**config.mk**
```make
export PLATFORM = sky130hd
export DESIGN_NAME = dmsc_screen
export DESIGN_NICKNAME = d
export VERILOG_FILES = /design/src/dmsc_pkg.sv /design/src/dmsc_cls_if.sv /design/src/dmsc_screen.sv /design/src/dmsc_classify.sv
export SDC_FILE = /design/constraint.sdc
export NUM_CORES = 1
export LEC_CHECK = 0
export ABC_AREA = 0
export BUFFER_PORTS_ARGS = -buffer_cell sky130_fd_sc_hd__buf_2
export CAP_MARGIN = 10
export CORE_ASPECT_RATIO = 0.75
export CORE_MARGIN = 3
export CORE_UTILIZATION = 35
export CTS_BUF_LIST = sky130_fd_sc_hd__clkbuf_8
export CTS_CLUSTER_DIAMETER = 120
export CTS_CLUSTER_SIZE = 10
export DETAILED_ROUTE_END_ITERATION = 6
export PLACE_DENSITY_LB_ADDON = 0.2
export SLEW_MARGIN = 20
export SYNTH_ARGS = -nofsm -noshare
export SYNTH_HDL_FRONTEND = slang
export SYNTH_SLANG_ARGS = --single-unit
```
**constraint.sdc**
```tcl
create_clock -name i_clk -period 11.7 [get_ports i_clk]
set_clock_uncertainty 0.05 [all_clocks]
set_input_delay 0.585 -clock i_clk [delete_from_list [all_inputs] [get_ports i_clk]]
set_output_delay 0.585 -clock i_clk [all_outputs]
set_load 0.03 [all_outputs]
```
**src/dmsc_pkg.sv**
```systemverilog
package dmsc_pkg;

  // ************************************************************
  // Widths and page geometry
  // ************************************************************
  localparam int unsigned ADDR_W      = 64;
  localparam int unsigned RID_W       = 16;
  localparam int unsigned PASID_W     = 20;
  localparam int unsigned LEN_W       = 10;
  localparam int unsigned CNT_W       = 11;
  localparam int unsigned PAGE_OFS_W  = 12;
  localparam logic [12:0] PAGE_BYTES  = 13'h1000;
  localparam logic [CNT_W-1:0] ONE_DW = 11'h001;

  // ************************************************************
  // Interrupt address window: bits 31..20 equal FEE, upper half zero
  // ************************************************************
  localparam int unsigned IRQ_TAG_LSB = 20;
  localparam logic [11:0] IRQ_WIN_TAG = 12'hFEE;

  // ************************************************************
  // Request kinds and controller states
  // ************************************************************
  typedef enum logic [2:0] {
    DMSC_RD = 3'h1,
    DMSC_WR = 3'h2,
    DMSC_AT = 3'h4
  } dmsc_kind_e;

  typedef enum logic [3:0] {
    ST_IDLE  = 4'h1,
    ST_CLASS = 4'h2,
    ST_ISSUE = 4'h4,
    ST_WAIT  = 4'h8
  } dmsc_state_e;

  // ************************************************************
  // Values after reset
  // ************************************************************
  localparam dmsc_state_e    RST_STATE = ST_IDLE;
  localparam logic [ADDR_W-1:0] RST_ADDR = 64'h0;
  localparam logic [CNT_W-1:0]  RST_CNT  = 11'h000;

endpackage : dmsc_pkg

```
**src/dmsc_cls_if.sv**
```systemverilog
`timescale 1ns/10ps
`default_nettype none

// Carries the current request fields to the classifier and its verdicts back.
interface dmsc_cls_if;
  import dmsc_pkg::*;
  logic [ADDR_W-1:0] addr;
  logic [CNT_W-1:0]  len_dw;
  dmsc_kind_e        kind;
  logic [3:0]        first_be;
  logic [3:0]        last_be;
  logic              pasid_vld;
  logic              crosses;
  logic              zero_len;
  logic              irq_win;
  logic              irq_msg;
  logic [CNT_W-1:0]  piece_dw;

  modport ctl (output addr, len_dw, kind, first_be, last_be, pasid_vld,
               input  crosses, zero_len, irq_win, irq_msg, piece_dw);
  modport cls (input  addr, len_dw, kind, first_be, last_be, pasid_vld,
               output crosses, zero_len, irq_win, irq_msg, piece_dw);
endinterface : dmsc_cls_if

`default_nettype wire

```
**src/dmsc_screen.sv**
```systemverilog
`timescale 1ns/10ps
`default_nettype none

module dmsc_screen #(
  parameter bit ZLR_SUPPORT = 1'b1
) (
  input  wire logic                         i_clk,
  input  wire logic                         i_rst_n,
  input  wire logic                         i_platform_rejects_cross,
  input  wire logic                         i_req_valid,
  output logic                              o_req_ready,
  input  wire logic [dmsc_pkg::RID_W-1:0]   i_req_rid,
  input  wire logic                         i_req_pasid_vld,
  input  wire logic [dmsc_pkg::PASID_W-1:0] i_req_pasid,
  input  wire dmsc_pkg::dmsc_kind_e         i_req_kind,
  input  wire logic [dmsc_pkg::ADDR_W-1:0]  i_req_addr,
  input  wire logic [dmsc_pkg::LEN_W-1:0]   i_req_len,
  input  wire logic [3:0]                   i_req_first_be,
  input  wire logic [3:0]                   i_req_last_be,
  output logic                              o_xl_valid,
  input  wire logic                         i_xl_ready,
  output logic [dmsc_pkg::RID_W-1:0]        o_xl_rid,
  output logic                              o_xl_pasid_vld,
  output logic [dmsc_pkg::PASID_W-1:0]      o_xl_pasid,
  output dmsc_pkg::dmsc_kind_e              o_xl_kind,
  output logic [dmsc_pkg::ADDR_W-1:0]       o_xl_addr,
  output logic [dmsc_pkg::CNT_W-1:0]        o_xl_len_dw,
  output logic                              o_xl_zero_len,
  input  wire logic                         i_xl_done,
  input  wire logic                         i_xl_fault,
  input  wire logic                         i_xl_rd_perm_only,
  output logic                              o_zero_len_read_support,
  output logic                              o_done,
  output logic                              o_cpl_ok,
  output logic                              o_cpl_be_off,
  output logic                              o_cpl_obfuscate,
  output logic                              o_cpl_bypass,
  output logic                              o_irq_msg,
  output logic                              o_irq_fault,
  output logic                              o_malformed,
  output logic                              o_xl_fault_rpt,
  output logic [dmsc_pkg::ADDR_W-1:0]       o_err_addr,
  output logic [dmsc_pkg::RID_W-1:0]        o_err_rid
);
  import dmsc_pkg::*;

  // ************************************************************
  // Request registers and classifier
  // ************************************************************
  dmsc_state_e       st_q;
  dmsc_state_e       st_d;
  logic [ADDR_W-1:0] cur_addr_q;
  logic [CNT_W-1:0]  rem_q;
  logic              first_q;
  logic              zl_q;
  logic              fault_q;
  logic              obf_q;
  logic [3:0]        fbe_q;
  logic [3:0]        lbe_q;

  dmsc_cls_if cif ();

  // The classifier always looks at the piece currently being worked on.
  assign cif.addr      = cur_addr_q;
  assign cif.len_dw    = rem_q;
  assign cif.kind      = o_xl_kind;
  assign cif.first_be  = fbe_q;
  assign cif.last_be   = lbe_q;
  assign cif.pasid_vld = o_xl_pasid_vld;

  dmsc_classify u_cls (
    .c (cif.cls)
  );

  // ************************************************************
  // Decisions
  // ************************************************************
  // A length field of zero means the largest request, 1024 doublewords.
  wire [CNT_W-1:0] req_len_dw  = {i_req_len == 10'h000, i_req_len};
  wire             accept      = (st_q == ST_IDLE) && i_req_valid;
  wire             go_malform  = first_q && cif.crosses && i_platform_rejects_cross;
  wire             go_irq      = first_q && cif.irq_win;
  wire             in_class    = st_q == ST_CLASS;
  wire             piece_done  = (st_q == ST_WAIT) && i_xl_done;
  // Only a pure read-permission failure on a flush may be forgiven.
  wire             forgiven    = ZLR_SUPPORT && zl_q && i_xl_rd_perm_only;
  wire             real_fault  = i_xl_fault && !forgiven;
  wire [CNT_W-1:0] rem_left    = rem_q - o_xl_len_dw;
  wire             more        = rem_left != RST_CNT;
  wire             finish_xl   = piece_done && !more;
  wire             direct      = in_class && (go_malform || go_irq);

  // ************************************************************
  // Controller state
  // ************************************************************
  always_comb begin
    st_d = st_q;
    case (st_q)
      ST_IDLE: begin
        if (i_req_valid) begin
          st_d = ST_CLASS;
        end
      end
      ST_CLASS: begin
        st_d = direct ? ST_IDLE : ST_ISSUE;
      end
      ST_ISSUE: begin
        if (i_xl_ready) begin
          st_d = ST_WAIT;
        end
      end
      ST_WAIT: begin
        if (i_xl_done) begin
          st_d = more ? ST_CLASS : ST_IDLE;
        end
      end
      default: begin
        st_d = ST_IDLE;
      end
    endcase
  end

  always_ff @(posedge i_clk or negedge i_rst_n) begin
    if (!i_rst_n) begin
      st_q        <= RST_STATE;
      o_req_ready <= 1'b1;
    end else begin
      st_q        <= st_d;
      o_req_ready <= st_d == ST_IDLE;
    end
  end

  // ************************************************************
  // Captured request and piece walk
  // ************************************************************
  // The requester-id is kept whole so phantom function numbers select their own context.
  always_ff @(posedge i_clk or negedge i_rst_n) begin
    if (!i_rst_n) begin
      o_xl_rid       <= '0;
      o_xl_pasid_vld <= 1'b0;
      o_xl_pasid     <= '0;
      o_xl_kind      <= DMSC_RD;
      fbe_q          <= 4'h0;
      lbe_q          <= 4'h0;
    end else if (accept) begin
      o_xl_rid       <= i_req_rid;
      o_xl_pasid_vld <= i_req_pasid_vld;
      o_xl_pasid     <= i_req_pasid;
      o_xl_kind      <= i_req_kind;
      fbe_q          <= i_req_first_be;
      lbe_q          <= i_req_last_be;
    end
  end

  // Each piece advances the address by the bytes it covered.
  always_ff @(posedge i_clk or negedge i_rst_n) begin
    if (!i_rst_n) begin
      cur_addr_q <= RST_ADDR;
      rem_q      <= RST_CNT;
      first_q    <= 1'b0;
    end else if (accept) begin
      cur_addr_q <= i_req_addr;
      rem_q      <= req_len_dw;
      first_q    <= 1'b1;
    end else if (piece_done && more) begin
      cur_addr_q <= cur_addr_q + {51'h0, o_xl_len_dw, 2'b00};
      rem_q      <= rem_left;
      first_q    <= 1'b0;
    end
  end

  // ************************************************************
  // Translation request towards the table walker
  // ************************************************************
  always_ff @(posedge i_clk or negedge i_rst_n) begin
    if (!i_rst_n) begin
      o_xl_valid    <= 1'b0;
      o_xl_addr     <= RST_ADDR;
      o_xl_len_dw   <= RST_CNT;
      o_xl_zero_len <= 1'b0;
    end else if (in_class && !direct) begin
      o_xl_valid    <= 1'b1;
      o_xl_addr     <= cur_addr_q;
      o_xl_len_dw   <= cif.piece_dw;
      o_xl_zero_len <= cif.zero_len;
    end else if (i_xl_ready) begin
      o_xl_valid    <= 1'b0;
    end
  end

  // ************************************************************
  // Fault and obfuscation accumulation over all pieces
  // ************************************************************
  always_ff @(posedge i_clk or negedge i_rst_n) begin
    if (!i_rst_n) begin
      zl_q    <= 1'b0;
      fault_q <= 1'b0;
      obf_q   <= 1'b0;
    end else if (accept) begin
      zl_q    <= 1'b0;
      fault_q <= 1'b0;
      obf_q   <= 1'b0;
    end else begin
      if (in_class && first_q) begin
        zl_q <= cif.zero_len;
      end
      if (piece_done) begin
        fault_q <= fault_q || real_fault;
        obf_q   <= obf_q || (forgiven && i_xl_fault);
      end
    end
  end

  // ************************************************************
  // Outcome pulses, one cycle each, all on the final cycle of a request
  // ************************************************************
  wire end_fault = fault_q || real_fault;
  wire end_obf   = obf_q || (forgiven && i_xl_fault);

  always_ff @(posedge i_clk or negedge i_rst_n) begin
    if (!i_rst_n) begin
      o_done          <= 1'b0;
      o_cpl_ok        <= 1'b0;
      o_cpl_be_off    <= 1'b0;
      o_cpl_obfuscate <= 1'b0;
      o_cpl_bypass    <= 1'b0;
      o_irq_msg       <= 1'b0;
      o_irq_fault     <= 1'b0;
      o_malformed     <= 1'b0;
      o_xl_fault_rpt  <= 1'b0;
    end else begin
      o_done          <= direct || finish_xl;
      o_malformed     <= in_class && go_malform;
      o_irq_msg       <= in_class && !go_malform && go_irq && cif.irq_msg;
      o_irq_fault     <= in_class && !go_malform && go_irq
                         && !cif.irq_msg && !cif.zero_len;
      o_cpl_bypass    <= in_class && !go_malform && go_irq && cif.zero_len;
      o_cpl_ok        <= (in_class && !go_malform && go_irq && cif.zero_len)
                         || (finish_xl && !end_fault);
      o_cpl_be_off    <= (in_class && !go_malform && go_irq && cif.zero_len)
                         || (finish_xl && !end_fault && zl_q);
      o_cpl_obfuscate <= (in_class && !go_malform && go_irq && cif.zero_len)
                         || (finish_xl && !end_fault && end_obf);
      o_xl_fault_rpt  <= finish_xl && end_fault;
    end
  end

  // The error report names the original request, never a split piece.
  always_ff @(posedge i_clk or negedge i_rst_n) begin
    if (!i_rst_n) begin
      o_err_addr <= RST_ADDR;
      o_err_rid  <= '0;
    end else if (accept) begin
      o_err_addr <= i_req_addr;
      o_err_rid  <= i_req_rid;
    end
  end

  // The capability is a build choice; enabling it is the preferred build.
  always_ff @(posedge i_clk or negedge i_rst_n) begin
    if (!i_rst_n) begin
      o_zero_len_read_support <= 1'b0;
    end else begin
      o_zero_len_read_support <= ZLR_SUPPORT;
    end
  end

endmodule : dmsc_screen

`default_nettype wire

```
**src/dmsc_classify.sv**
```systemverilog
`timescale 1ns/10ps
`default_nettype none

module dmsc_classify (
  dmsc_cls_if.cls c
);
  import dmsc_pkg::*;

  // ************************************************************
  // Distance to the next page boundary, in doublewords
  // ************************************************************
  wire [12:0]      to_page_b = PAGE_BYTES - {1'b0, c.addr[PAGE_OFS_W-1:0]};
  wire [CNT_W-1:0] to_page_dw = to_page_b[12:2];

  // A request crosses when it needs more doublewords than remain in its page.
  assign c.crosses  = c.len_dw > to_page_dw;
  assign c.piece_dw = c.crosses ? to_page_dw : c.len_dw;

  // A one-doubleword read with no byte enabled is a flush, not a data read.
  assign c.zero_len = (c.kind == DMSC_RD) && (c.len_dw == ONE_DW)
                      && (c.first_be == 4'h0) && (c.last_be == 4'h0);

  // Only requests without a PASID are screened against the interrupt window.
  assign c.irq_win  = !c.pasid_vld && (c.addr[ADDR_W-1:32] == 32'h0)
                      && (c.addr[31:IRQ_TAG_LSB] == IRQ_WIN_TAG);
  assign c.irq_msg  = c.irq_win && (c.kind == DMSC_WR)
                      && (c.len_dw == ONE_DW);

endmodule : dmsc_classify

`default_nettype wire

```
Word-level counts from Yosys, hierarchy flattened
Index checks and enable logic that the tools add are counted.
- output and inout bits: 208
- logic and storage cells: 118
- register bits after elaboration: 283
- multiplexer cells: 21
- add/subtract/negate cells: 3
- equality and inequality tests: 9
- reduce and logical (&&, ||, !) cells: 55
- $lt $le $gt $ge: 1
- operators with widths (kind ; number):
    $mux 64 ; 2
    $add 64x13->64 ; 1
    $mux 11 ; 3
    $logic_not 32->1 ; 1
    $logic_and 1x1->1 ; 31
    $pmux 4 s4 ; 1
    $sub 13x12->13 const A ; 1
    $eq 12x12->1 const B ; 1
    $mux 4 ; 3
    $eq 11x1->1 const B ; 1
    $gt 11x11->1 ; 1
    $reduce_bool 11->1 ; 1
    $sub 11x11->11 ; 1
    $logic_not 10->1 ; 1
    $mux 1 ; 10
    $eq 4x1->1 const B ; 2
    $logic_not 1->1 ; 8
    $logic_not 4->1 ; 2
    $reduce_bool 2->1 ; 4
    $logic_or 1x1->1 ; 7
    $eq 4x2->1 const B ; 1
    $eq 4x3->1 const B ; 1
    $eq 4x4->1 const B ; 1
    $eq 3x1->1 const B ; 1
    other kinds (3) ; 3

Depth between registers and ports, before layout
- depth in word-level cells: 9
- gate-level depth with buffers: 19

Modules after synthesis
From an unflattened synthesis, not the netlist that was laid out.
- cell total of the unflattened synthesis: 1409
- area total of the unflattened synthesis: 13691.9 um^2
- modules (own cells, without submodules) (module ; sequential area each (um^2) ; cells each ; times used ; area each (um^2)):
    dmsc_screen ; 7085.5 ; 1311 ; 1 ; 12952.4
    dmsc_classify ; 0.0 ; 98 ; 1 ; 739.5

Least setup slack after synthesis
Ideal clock, no wire load.
- path type: flip-flop to flip-flop
- start: reg cur_addr_q[2] (netlist: cif.addr[2])
- end: reg o_xl_addr[10] (netlist name)
- period minus slack after synthesis: 4.322 ns
- library setup time: 0.125 ns
- cell stages (with the launch flop): 17
- arrival time: 4.147 ns
- setup slack: 7.378 ns
- path through: dfrtp_1 -> nor3_2 -> nand2_1 -> or3_1 -> or3_1 -> or3_1 -> nor3_1 -> inv_1 -> nand2_1 -> ha_1 -> a21o_1 -> a21oi_1 -> o221ai_1 -> o21a_1 -> a311oi_1 -> buf_2 -> mux2_2
- longest elaborated chain between the ends: 8
- ends and longest elaborated chain (item ; line ; text):
    from (decl) ; dmsc_screen.sv:52 ; logic [ADDR_W-1:0] cur_addr_q;
    from (signal assigned) ; dmsc_screen.sv:162 ; cur_addr_q <= i_req_addr;
    from (signal assigned) ; dmsc_screen.sv:166 ; cur_addr_q <= cur_addr_q + {51'h0, o_xl_len_dw, 2'b00};
    $sub 13x12->13 ; dmsc_classify.sv:12 ; wire [12:0] to_page_b = PAGE_BYTES - {1'b0, c.addr[PAGE_OFS_W-1:0]};
    $gt 11x11->1 ; dmsc_classify.sv:16 ; assign c.crosses = c.len_dw > to_page_dw;
    $logic_and 1x1->1 (2 in series) ; dmsc_screen.sv:81 ; wire go_malform = first_q && cif.crosses && i_platform_rejects_cross;
    $logic_or 1x1->1 ; dmsc_screen.sv:91 ; wire direct = in_class && (go_malform || go_irq);
    $logic_and 1x1->1 ; dmsc_screen.sv:91 ;
    $logic_not 1->1 ; dmsc_screen.sv:181 ; end else if (in_class && !direct) begin
    $logic_and 1x1->1 ; dmsc_screen.sv:181 ;
    to (signal assigned) ; dmsc_screen.sv:183 ; o_xl_addr <= cur_addr_q;
    to (decl) ; dmsc_screen.sv:26 ; output logic [dmsc_pkg::ADDR_W-1:0] o_xl_addr,
Every way passes these cells.
A chain may end at the register's enable or synchronous reset.

Worst setup path in the final report
- start: reg cur_addr_q[2] (netlist: cif.addr[2])
- end: reg o_xl_addr[20] (netlist name)
Same word-level chain as after synthesis.

==> flow_metrics.py <==
metrics = {
    "power": {
        "power_leakage_nw": 8.03,
        "ir_drop_uv": 145,
        "p_per_area_mw_per_mm2": 317,
        "power.total_mw": 5.07,
    },
    "timing": {
        "fmax_mhz": 190,
        "layout_setup_ws_ps": 6430,
        "period_minus_slack_ps": 5270,
        "rsz0062_at_grt": "no",
        "slew_viol_final": 0,
        "final-setup-viol-count": 0,
        "fin_crit_sh": 0.451,
        "tns_ps": 0,
        "finalHoldViolations": 0,
        "relSlewSlack": 0.282,
        "tightestPinTransition_ps": 1070,
    },
    "global_route": {
        "grt_use_met1": 0.295,
        "gr-usage-met3": 0.0516,
        "grt_pass1_vias": 10984,
        "gr-max-usage-layer": "met2",
        "antenna_found_initial": 5,
        "grt_max_degree": 86,
        "grt_usage": 0.199,
        "gr-usage-met2": 0.298,
        "grt_pass1_wl_mm": 64.1,
        "grt_overflow": 0,
    },
    "synth": {
        "syn-cell-area_mm2": 0.0134,
        "synth_cell_type_count": 70,
        "synth_ff_type": "dfrtp_1",
        "syn-num-nets": 1515,
        "synth.top_cell.area_share": 0.523,
        "synth_seq_area_share": 0.529,
        "synth_seq_cells": 283,
        "yosys_warnings": 0,
        "avgSynthCellArea_um2": 9.91,
        "ys_top_cells_by_area": "dfrtp_1 52%, nand2_1 11%, mux2_2 5.5%",
        "yosys.area.top_type": "dfrtp_1",
        "synth-edff-count": 0,
        "postSynth.asyncResetShare": 1.00,
        "synth_cells": 1351,
    },
    "place": {
        "io_buffer_count": 337,
        "pre_cts_slack_ps": 6480,
        "hpwl_mm": 29.4,
        "routabilityCongestion": 0.821,
    },
    "route": {
        "viasPerCell": 5.00,
        "vias": 10873,
        "ant_nets": 0,
        "drtIter0Drc": 590,
        "wl_per_cell_um": 18.7,
        "wirelength_mm": 40.7,
        "drc": 0,
        "drt_pass1_iterations": 5,
    },
    "floorplan": {
        "io_pins": 338,
        "start_util": 0.358,
        "die-width_um": 232,
        "die_area_mm2": 0.0407,
        "rows": 61,
        "die_h_um": 175,
        "core_mm2": 0.0374,
    },
    "cts": {
        "cts_tree": "built",
        "clockBufferDepth": 3,
        "post-cts-setup-buffer-count": 0,
        "cts_max_level": 2,
        "root_buffer": "clkbuf_8",
        "clock-sinks": 283,
        "clkTransAtPathRegs_ps": 70,
        "insertion_delay_ps": 570,
        "cts_inserted_buffers": 34,
    },
    "worst_hold_path": {
        "hold_path.class": "input pin to register",
    },
    "worst_setup_path": {
        "worst_setup_path_start_kind": "register",
        "cp_cell_sequence": "nor3_2 -> nand2_1 -> or3_1 -> or3_1 -> or3_1 -> nor3_1 -> inv_1 -> nand2_1 -> ha_1 -> a21o_1 -> a21oi_1 -> o221ai_1 -> o21a_1 -> a311oi_4 -> buf_4 -> mux2_2",
        "cp_data_arrival_time_ps": 5640,
        "cp_data_required_time_ps": 12070,
        "crit_path_frequent_cell": "or3_1",
        "cp_slowest_cell": "buf_4",
        "crit_fanout": 46,
        "crit_type": "register to register",
        "end_kind": "register",
        "cpPeakStageDelay_ps": 600,
    },
    "cells_and_area": {
        "drive_above_1_share": 0.290,
        "final_nets": 1825,
        "syn2layout_area_growth_pct": 19.5,
    },
    "flow_run": {
        "cap_violations": 0,
    },
    "run_status": {
        "status": "complete, no violations",
    },
}
-- worst max-delay path: cells and delay by family, from the launching register on --
family | cells | cell delay (ps)
compound gates | 5 | 1290
buf+inv | 2 | 710
mux | 1 | 400
simple gates | 7 | 1950
fa+ha+maj | 1 | 250
flops | 1 | 430
-- where the power goes --
part / internal (mW) / switching [mW] / leakage (nW)
logic: 0.886 / 1.74 / 4.21
registers: 1.41 / 0.385 / 3.51
clock network: 0.286 / 0.360 / 0.308
total: 2.59 / 2.49 / 8.03
-- path summary, 6_finish.rpt --
check                                              to  slack, ps                  startpoint  cells after the start
max                         o_xl_addr[20]$_DFFE_PN0P_       6430     cif.addr[2]$_DFFE_PN0P_                     16
min                          o_xl_kind[1]$_DFFE_PN0P_        160               i_req_kind[1]                      3
max reg2reg                 o_xl_addr[20]$_DFFE_PN0P_       6430     cif.addr[2]$_DFFE_PN0P_                     16
min reg2reg                o_xl_pasid[18]$_DFFE_PN0P_        420  o_xl_pasid[18]$_DFFE_PN0P_                      2
max in group asynchronous   o_xl_pasid[2]$_DFFE_PN0P_       8810                     i_rst_n                      4
min in group asynchronous  o_err_addr[22]$_DFFE_PN0P_        560                     i_rst_n                      2
-- timing repair --
item	in CTS	in global routing
hold endpoints to repair	80	0
hold buffers	1	0
resized for setup	0	0
-- layer usage --
layer	routed length, µm	part of all wire
met5	62	0.0015
met4	633	0.016
met3	2770	0.068
met2	17500	0.43
met1	19700	0.48
-- through the flow --
step / hold slack, ps / instance area [µm²] / cells / util
finish: 165 / 16000 / 2175 / 0.428
global route: 133 / 16000 / 2175 / 0.428
CTS: 117 / 16000 / 2174 / 0.428
detailed placement: 408 / 15500 / 2128 / 0.413
global placement: 403 / 15500 / 2128 / 0.413
floorplan: 239 / 13400 / 1351 / -
-- cell usage in the layout, fill, tap and decap left out, types with 6 or more instances in the layout --
| master | synthesis | final |
|---|---|---|
| nor2_1 | 41 | 40 |
| a21oi_1 | 36 | 36 |
| o21a_1 | 6 | 6 |
| dfrtp_1 | 280 | 280 |
| nor3_1 | 12 | 12 |
| nand3_1 | 29 | 29 |
| a21o_1 | 18 | 18 |
| xnor2_1 | 38 | 38 |
| xor2_1 | 29 | 29 |
| nand4_1 | 27 | 27 |
| mux2_2 | 66 | 66 |
| a22oi_1 | 6 | 6 |
| nor2_2 | 8 | 8 |
| inv_1 | 37 | 44 |
| o211ai_1 | 7 | 7 |
| o21ai_1 | 23 | 23 |
| buf_2 | 13 | 336 |
| ha_1 | 32 | 32 |
| nor4_1 | 18 | 18 |
| buf_4 | 16 | 10 |
| nand2_1 | 377 | 377 |
| clkbuf_8 | 0 | 37 |
| nor2b_1 | 7 | 7 |
| mux2i_1 | 17 | 17 |
| o21ai_0 | 57 | 57 |
| and3_1 | 16 | 16 |
-- Yosys cell counts, types with 8 or more instances --
| cell | number |
|---|---|
| dfrtp_1 | 280 |
| ha_1 | 32 |
| nor4_1 | 18 |
| nand2_1 | 377 |
| mux2_2 | 66 |
| nor2_1 | 41 |
| o21ai_1 | 23 |
| xor2_1 | 29 |
| a21o_1 | 18 |
| nor3_1 | 12 |
| nand3_1 | 29 |
| and3_1 | 16 |
| nand4_1 | 27 |
| a21oi_1 | 36 |
| xnor2_1 | 38 |
| inv_1 | 37 |
| o21ai_0 | 57 |
| nor2_2 | 8 |
| buf_2 | 13 |
| mux2i_1 | 17 |
| clkbuf_1 | 38 |
| buf_4 | 16 |
-- sequential cells by signal, summed over array words and instances, names as in the netlist, 3 cells and up --
| name | flops |
|---|---|
| cif.addr | 64 |
| o_err_addr | 64 |
| o_xl_addr | 64 |
| o_xl_pasid | 20 |
| o_err_rid | 16 |
| cif.len_dw | 11 |
| o_xl_len_dw | 11 |
| cif.first_be | 4 |
| cif.last_be | 4 |
| st_q | 4 |
| o_xl_kind | 3 |
-- kinds of logic (layout without fill, tap and decap cells) --
kind of cell	count (synthesis)	in the layout	share of synthesized area
simple gates	576	576	0.194
xor+xnor	67	67	0.0438
flops	283	283	0.529
buf+inv	112	431	0.0382
compound gates	195	195	0.0941
mux	83	83	0.0682
fa+ha+maj	34	34	0.0329
other cells	1	2	0.000280
-- cell type report --
cell class	instances	area (µm²)
diodes	1	2.50
clock buffers	37	509
clock inverters	8	35.0
fillers	3759	21400
inverters	38	143
multi-input cells	956	5820
flip-flops and latches	283	7090
well taps	504	631
repair buffers	348	1780
(Power assumes the default switching activity.)
